$ cat src/pler_pkg.sv
// constants, register map and carrier types of the position loop error monitor
package pler_pkg;
    // ----------------------------------------------------------------
    // widths and modes
    // ----------------------------------------------------------------
    localparam int unsigned POS_W = 64;
    localparam int unsigned ADDR_W = 12;
    localparam int unsigned MODE_W = 4;
    localparam logic [MODE_W-1:0] MODE_POSITION = 4'h2;

    // ----------------------------------------------------------------
    // register offsets (read-only)
    // ----------------------------------------------------------------
    localparam logic [ADDR_W-1:0] OFS_VEL_READOUT = 12'h238;
    localparam logic [ADDR_W-1:0] OFS_CMD_READOUT = 12'h23a;
    localparam logic [ADDR_W-1:0] OFS_ERR_READOUT = 12'h23e;
    localparam logic [POS_W-1:0] RST_READOUT = 64'h0000_0000_0000_0000;

    // ----------------------------------------------------------------
    // timing
    // ----------------------------------------------------------------
    localparam int unsigned CLK_PERIOD_NS = 100;
    localparam int unsigned LOOP_PERIOD_NS = 250000;
    localparam int unsigned LOOP_CYCLES = LOOP_PERIOD_NS / CLK_PERIOD_NS;
    localparam int unsigned DIV_W = 12;
    localparam logic [DIV_W-1:0] DIV_LAST = DIV_W'(LOOP_CYCLES - 1);

    // ----------------------------------------------------------------
    // carrier of the three readouts
    // ----------------------------------------------------------------
    typedef struct packed {
        logic signed [POS_W-1:0] vel;
        logic signed [POS_W-1:0] cmd;
        logic signed [POS_W-1:0] err;
    } pler_readout_type;

    typedef enum logic [2:0] {
        SEL_VEL = 3'b001,
        SEL_CMD = 3'b010,
        SEL_ERR = 3'b100
    } pler_sel_type;
endpackage

$ cat src/pler_monitor.sv
// position loop entry capture, commanded velocity and position error monitor
`timescale 1ns/1ps
`default_nettype none
module pler_monitor
    import pler_pkg::*;
(
    input wire logic sys_clk,
    input wire logic rst,
    input wire logic signed [POS_W-1:0] position_command_in,
    input wire logic signed [POS_W-1:0] shaft_position_feedback,
    input wire logic [MODE_W-1:0] operating_mode_select,
    input wire logic trajectory_active,
    input wire logic position_error_interrupt_enable,
    input wire logic [POS_W-1:0] max_position_error_threshold,
    input wire logic fault_clear,
    input wire logic reg_rd,
    input wire logic [ADDR_W-1:0] reg_addr,
    output logic [POS_W-1:0] reg_rdata,
    output logic reg_rvalid,
    output logic loop_tick,
    output logic position_error_fault,
    output logic position_error_irq
);
    // ----------------------------------------------------------------
    // address decode
    // ----------------------------------------------------------------
    function automatic logic [2:0] decode_addr(input logic [ADDR_W-1:0] a);
        case (a)
            OFS_VEL_READOUT: decode_addr = SEL_VEL;
            OFS_CMD_READOUT: decode_addr = SEL_CMD;
            OFS_ERR_READOUT: decode_addr = SEL_ERR;
            default: decode_addr = 3'b000;
        endcase
    endfunction

    // ----------------------------------------------------------------
    // loop update divider
    // ----------------------------------------------------------------
    logic [DIV_W-1:0] div_ff;
    logic tick_ff;

    always_ff @(posedge sys_clk) begin
        if (rst || div_ff == DIV_LAST) begin
            div_ff <= '0;
        end else begin
            div_ff <= div_ff + 1'b1;
        end
    end

    always_ff @(posedge sys_clk) begin
        tick_ff <= !rst && div_ff == DIV_LAST;
    end

    assign loop_tick = tick_ff;

    // ----------------------------------------------------------------
    // capture, derivative and error
    // ----------------------------------------------------------------
    pler_readout_type rd_ff;
    logic in_pos_mode;
    logic vel_enable;
    logic signed [POS_W-1:0] nxt_err;
    logic [POS_W-1:0] err_mag;
    logic over_now;
    logic over_ff;

    assign in_pos_mode = operating_mode_select == MODE_POSITION;
    assign vel_enable = in_pos_mode && trajectory_active;
    assign nxt_err = shaft_position_feedback
        - position_command_in;
    assign err_mag = nxt_err[POS_W-1] ? POS_W'(-nxt_err) : nxt_err;
    // a zero threshold turns the check off entirely
    assign over_now = in_pos_mode && max_position_error_threshold != '0
        && err_mag > max_position_error_threshold;

    // one process owns the readout word, so its fields have a single driver
    always_ff @(posedge sys_clk) begin
        if (rst) begin
            rd_ff.vel <= RST_READOUT;
            rd_ff.cmd <= RST_READOUT;
            rd_ff.err <= RST_READOUT;
        end else if (tick_ff) begin
            rd_ff.cmd <= position_command_in;
            // counts per loop period; scaling to units is software's job
            if (vel_enable) begin
                rd_ff.vel <= position_command_in
                    - rd_ff.cmd;
            end
            rd_ff.err <= in_pos_mode ? nxt_err : RST_READOUT;
        end
    end

    // ----------------------------------------------------------------
    // fault and interrupt event
    // ----------------------------------------------------------------
    always_ff @(posedge sys_clk) begin
        if (rst) begin
            over_ff <= 1'b0;
        end else if (tick_ff) begin
            over_ff <= over_now;
        end
    end

    // set wins over clear so a fresh overrun is never lost
    always_ff @(posedge sys_clk) begin
        if (rst) begin
            position_error_fault <= 1'b0;
        end else if (tick_ff && over_now
                     && !position_error_interrupt_enable) begin
            position_error_fault <= 1'b1;
        end else if (fault_clear) begin
            position_error_fault <= 1'b0;
        end
    end

    // one event per entry into the overrun condition
    always_ff @(posedge sys_clk) begin
        if (rst) begin
            position_error_irq <= 1'b0;
        end else begin
            position_error_irq <= tick_ff && over_now && !over_ff
                && position_error_interrupt_enable;
        end
    end

    // ----------------------------------------------------------------
    // read port
    // ----------------------------------------------------------------
    logic [2:0] sel;
    assign sel = decode_addr(reg_addr);

    always_ff @(posedge sys_clk) begin
        if (rst) begin
            reg_rdata <= RST_READOUT;
            reg_rvalid <= 1'b0;
        end else begin
            reg_rvalid <= reg_rd;
            if (reg_rd) begin
                case (sel)
                    SEL_VEL: reg_rdata <= rd_ff.vel;
                    SEL_CMD: reg_rdata <= rd_ff.cmd;
                    // error reads zero whenever not in position mode
                    SEL_ERR: reg_rdata <= in_pos_mode ? rd_ff.err
                        : RST_READOUT;
                    default: reg_rdata <= RST_READOUT;
                endcase
            end
        end
    end
endmodule
`default_nettype wire

$ cat config.mk
export PLATFORM = sky130hd
export DESIGN_NAME = pler_monitor
export DESIGN_NICKNAME = d
export VERILOG_FILES = /design/src/pler_pkg.sv /design/src/pler_monitor.sv
export SDC_FILE = /design/constraint.sdc
export NUM_CORES = 1
export LEC_CHECK = 0
export ABC_AREA = 0
export ABC_CLOCK_PERIOD_IN_PS = 15200
export BUFFER_PORTS_ARGS = -buffer_cell sky130_fd_sc_hd__buf_2
export CAP_MARGIN = 25
export CORE_UTILIZATION = 50
export CTS_CLUSTER_DIAMETER = 120
export DETAILED_ROUTE_END_ITERATION = 10
export GPL_TIMING_DRIVEN = 0
export PLACE_DENSITY_LB_ADDON = 0.2
export SETUP_SLACK_MARGIN = 0.2
export SKIP_CTS_REPAIR_TIMING = 1
export SLEW_MARGIN = 10
export SYNTH_ARGS = -nofsm -noshare
export SYNTH_HDL_FRONTEND = slang
export SYNTH_SLANG_ARGS = --single-unit
$ cat constraint.sdc
create_clock -name sys_clk -period 15.2 [get_ports sys_clk]
set_input_delay 3.04 -clock sys_clk [delete_from_list [all_inputs] [get_ports sys_clk]]
set_output_delay 3.04 -clock sys_clk [all_outputs]
set_load 0.005 [all_outputs]
==> metrics.txt <==
Synth async-reset ratio 0; detail-routed via count per cell 6.15; effective utilization at floorplan 0.510; result of the run completed; Req. time, crit path 15.58 ns; yosys synthesis warning count 0; reported max-cap violation count 0; Synth top cells by count 307 x a21oi_1, 280 x nor2_1, 273 x dfxtp_1; Worst setup SP type input pin; Detail Route Antenna Nets 0; sequential group share of total power 0.310; Top-Level Pins 282; worst endpoint data arrival time 10.53 ns; transition time of the tightest slew-check pin approximately 1.3 ns; CTS tree built; die area roughly 45000 µm²; last weighted congestion value of the routability-driven placer 1.03; Gate power share 0.334; maximum root-to-sink buffer count 3; number of placement rows 76; area of the core region 43300 µm²; mean routed wirelength per cell roughly 22 µm; Unique masters post-synth 98; Cell Area, Synth 22100 µm²; Worst Hold Depth 1; clock net sink count 273; cell type with the highest aggregate area in the netlist dfxtp_1; number of input and output port buffers inserted 280; setup-violating endpoint count in the final report 0; setup repair after global routing missed its margin no; area fraction of the dominant cell type after synthesis 0.248; clock root cell clkbuf_16; Max Clock Freq 0.0985 GHz; worst max-slew margin expressed relative to the limit 0.122; worst min-delay path class flop to flop; syn nets 3320; Hold Violations, Final 0; HPWL after DPL 69200 µm; vias in the first global route about 22000; fraction of layout instances using a drive strength above 1 0.122; Mean Syn Cell Area 7.58 µm²; most common cell in the netlist a21oi_1; final period utilization 0.668; worst clock skew 0.0162 ns; number of DRC markers after the initial detailed-route iteration between 2000 and 3000; total grt overflow 0; net switching component of the power around 800 µW; router iterations before antenna repair 6; pwr/cell area 90.9 nW/µm²; fraction of power spent switching nets 0.355; worst supply voltage drop on vdd ~0.08 mV; smallest hold slack 0.431 ns; final layout net count 3645; die width 212 µm; power share of the clock group 0.356; leading post-synthesis cells by cell area dfxtp_1 25%, ha_1 11%, a21oi_1 7.0%; antenna cells 0; sequential area share after synthesis 0.248; Tot GR Track Use 0.372; H-tree Lvls 2; final wirelength 85500 µm; via count approximately 24000; count of flip-flops with a built-in enable after synthesis 0; standby leakage power 10.3 nW; final number of max-transition violations 0; most frequent cell on the critical path a21o_1; worst-path fanout max 9; post-layout minimum cycle time 10.15 ns; Area Growth Syn to Fin 15.2%; Internal 1.49 mW; clock transition at the registers of the reported paths 0.06 ns; kind of critical path input pin to flop; count of cells along the worst register-to-register path 15; setup_tns 0 ns; maximum number of pins on one net before global-route repair 14; DRC Markers 0; CP peak stage delay approximately 0.70 ns; wire length of the first global-routing pass 128000 µm; y dimension of the die 212 µm; Num CTS Buffers 34; post-synthesis sequential element count about 270; insertion delay of the later-clocked pin in the worst-skew pair 0.55 ns; master of the slowest instance on the critical path o41ai_1; Critical Path End Type flop; Most used DFF post-synth dfxtp_1; antenna violations before repair 2; number of cells produced by synthesis 2912
==> kinds of logic after synthesis <==
| logic type | count (synthesis) | share of synthesized area |
|---|---|---|
| and+or+nand+nor | 995 | 0.229 |
| muxes | 74 | 0.0336 |
| adders and majority gates | 194 | 0.111 |
| DFF | 273 | 0.248 |
| xor gates and xnor gates | 161 | 0.0639 |
| buffers and inverters | 377 | 0.0651 |
| AOI/OAI and AO/OA | 838 | 0.250 |
==> state kept, by name (all words and copies together), names as in the netlist <==
name,cells
reg_rvalid,1
position_error_irq,1
reg_rdata,64
loop_tick,1
div_ff,12
over_ff,1
rd_ff,192
position_error_fault,1
==> worst paths after layout <==
| path | start | to | slack, ns |
|---|---|---|---|
| max | position_command_in[11] | over_ff$_SDFFE_PP0P_ | 5.05 |
| min | over_ff$_SDFFE_PP0P_ | position_error_irq$_SDFF_PP0_ | 0.43 |
| max reg2reg | rd_ff[65]$_SDFFE_PP0P_ | rd_ff[187]$_SDFFE_PP0P_ | 10.02 |
| min reg2reg | over_ff$_SDFFE_PP0P_ | position_error_irq$_SDFF_PP0_ | 0.43 |
==> per-stage QoR <==
| step | util | instance area, µm² | instances | power, mW | worst slack (ns) |
|---|---|---|---|---|---|
| floorplan | - | 22100 | 2912 | 1.26 | 6.03 |
| global placement | 0.560 | 24200 | 3777 | 1.47 | 4.73 |
| detailed placement | 0.563 | 24300 | 3786 | 1.48 | 4.75 |
| CTS | 0.588 | 25400 | 3845 | 2.30 | 5.25 |
| global route | 0.588 | 25400 | 3845 | 2.41 | 4.72 |
| finish | 0.588 | 25400 | 3845 | 2.31 | 5.05 |
==> critical path, delay by kind of cell <==
| kind | cells | cell delay [ns] |
|---|---|---|
| and+or+nand+nor | 8 | 2.54 |
| adders and majority gates | 2 | 0.52 |
| buffers and inverters | 4 | 0.62 |
| AOI/OAI and AO/OA | 14 | 3.21 |
| xor gates and xnor gates | 2 | 0.58 |
==> power by group through the flow <==
| stage | clock network [mW] | logic [mW] | registers, mW |
|---|---|---|---|
| 4_1_cts | 0.828 | 0.756 | 0.717 |
| 6_report | 0.823 | 0.774 | 0.717 |
| 3_5_place_dp | 0 | 0.749 | 0.733 |
| 5_1_grt | 0.852 | 0.843 | 0.717 |
| 3_3_place_gp | 0 | 0.733 | 0.733 |
| 2_1_floorplan | 0 | 0.524 | 0.733 |
==> area by class of cell <==
class / count / area, µm²
Clock buffer: 45 / 953
Clock inverter: 14 / 139
Timing Repair Buffer: 289 / 1520
Inverter: 220 / 826
Multi-Input combinational cell: 2262 / 15200
Sequential cell: 273 / 5470
Buffer: 157 / 612
Fill cell: 4123 / 17800
Tap cell: 585 / 732
==> layer usage <==
| metal | track usage | vias to the layer above | wire, µm |
|---|---|---|---|
| li1 | - | 11100 | - |
| met3 | 0.0479 | 152 | 7150 |
| met1 | 0.506 | 11200 | 37500 |
| met2 | 0.589 | 1152 | 37300 |
| met4 | 0.156 | 0 | 3560 |
| met5 | 0 | - | 0 |
==> placed cells by master (no fill, tap or decap), types with 18 or more instances in the layout <==
cell type | synthesis | routed
nor3_1 | 54 | 53
nand4_1 | 62 | 62
or3_1 | 20 | 20
nand2b_1 | 153 | 153
o21ai_0 | 105 | 105
a31oi_1 | 22 | 22
xor2_1 | 59 | 59
nand2_1 | 205 | 205
dfxtp_1 | 273 | 273
nor2b_1 | 21 | 21
clkbuf_16 | 0 | 35
inv_1 | 219 | 219
ha_1 | 192 | 192
o31ai_1 | 21 | 21
o211ai_1 | 18 | 18
xnor2_1 | 102 | 102
buf_2 | 4 | 286
a21oi_1 | 307 | 307
a222oi_1 | 64 | 64
and3_1 | 27 | 27
a22oi_1 | 56 | 56
nor4_1 | 35 | 35
clkbuf_1 | 145 | 151
nand3_1 | 50 | 50
o21a_1 | 24 | 24
a21o_1 | 96 | 96
nor2_1 | 280 | 277
mux2i_1 | 73 | 73
No activity file was read; power rests on OpenSTA's default activity.
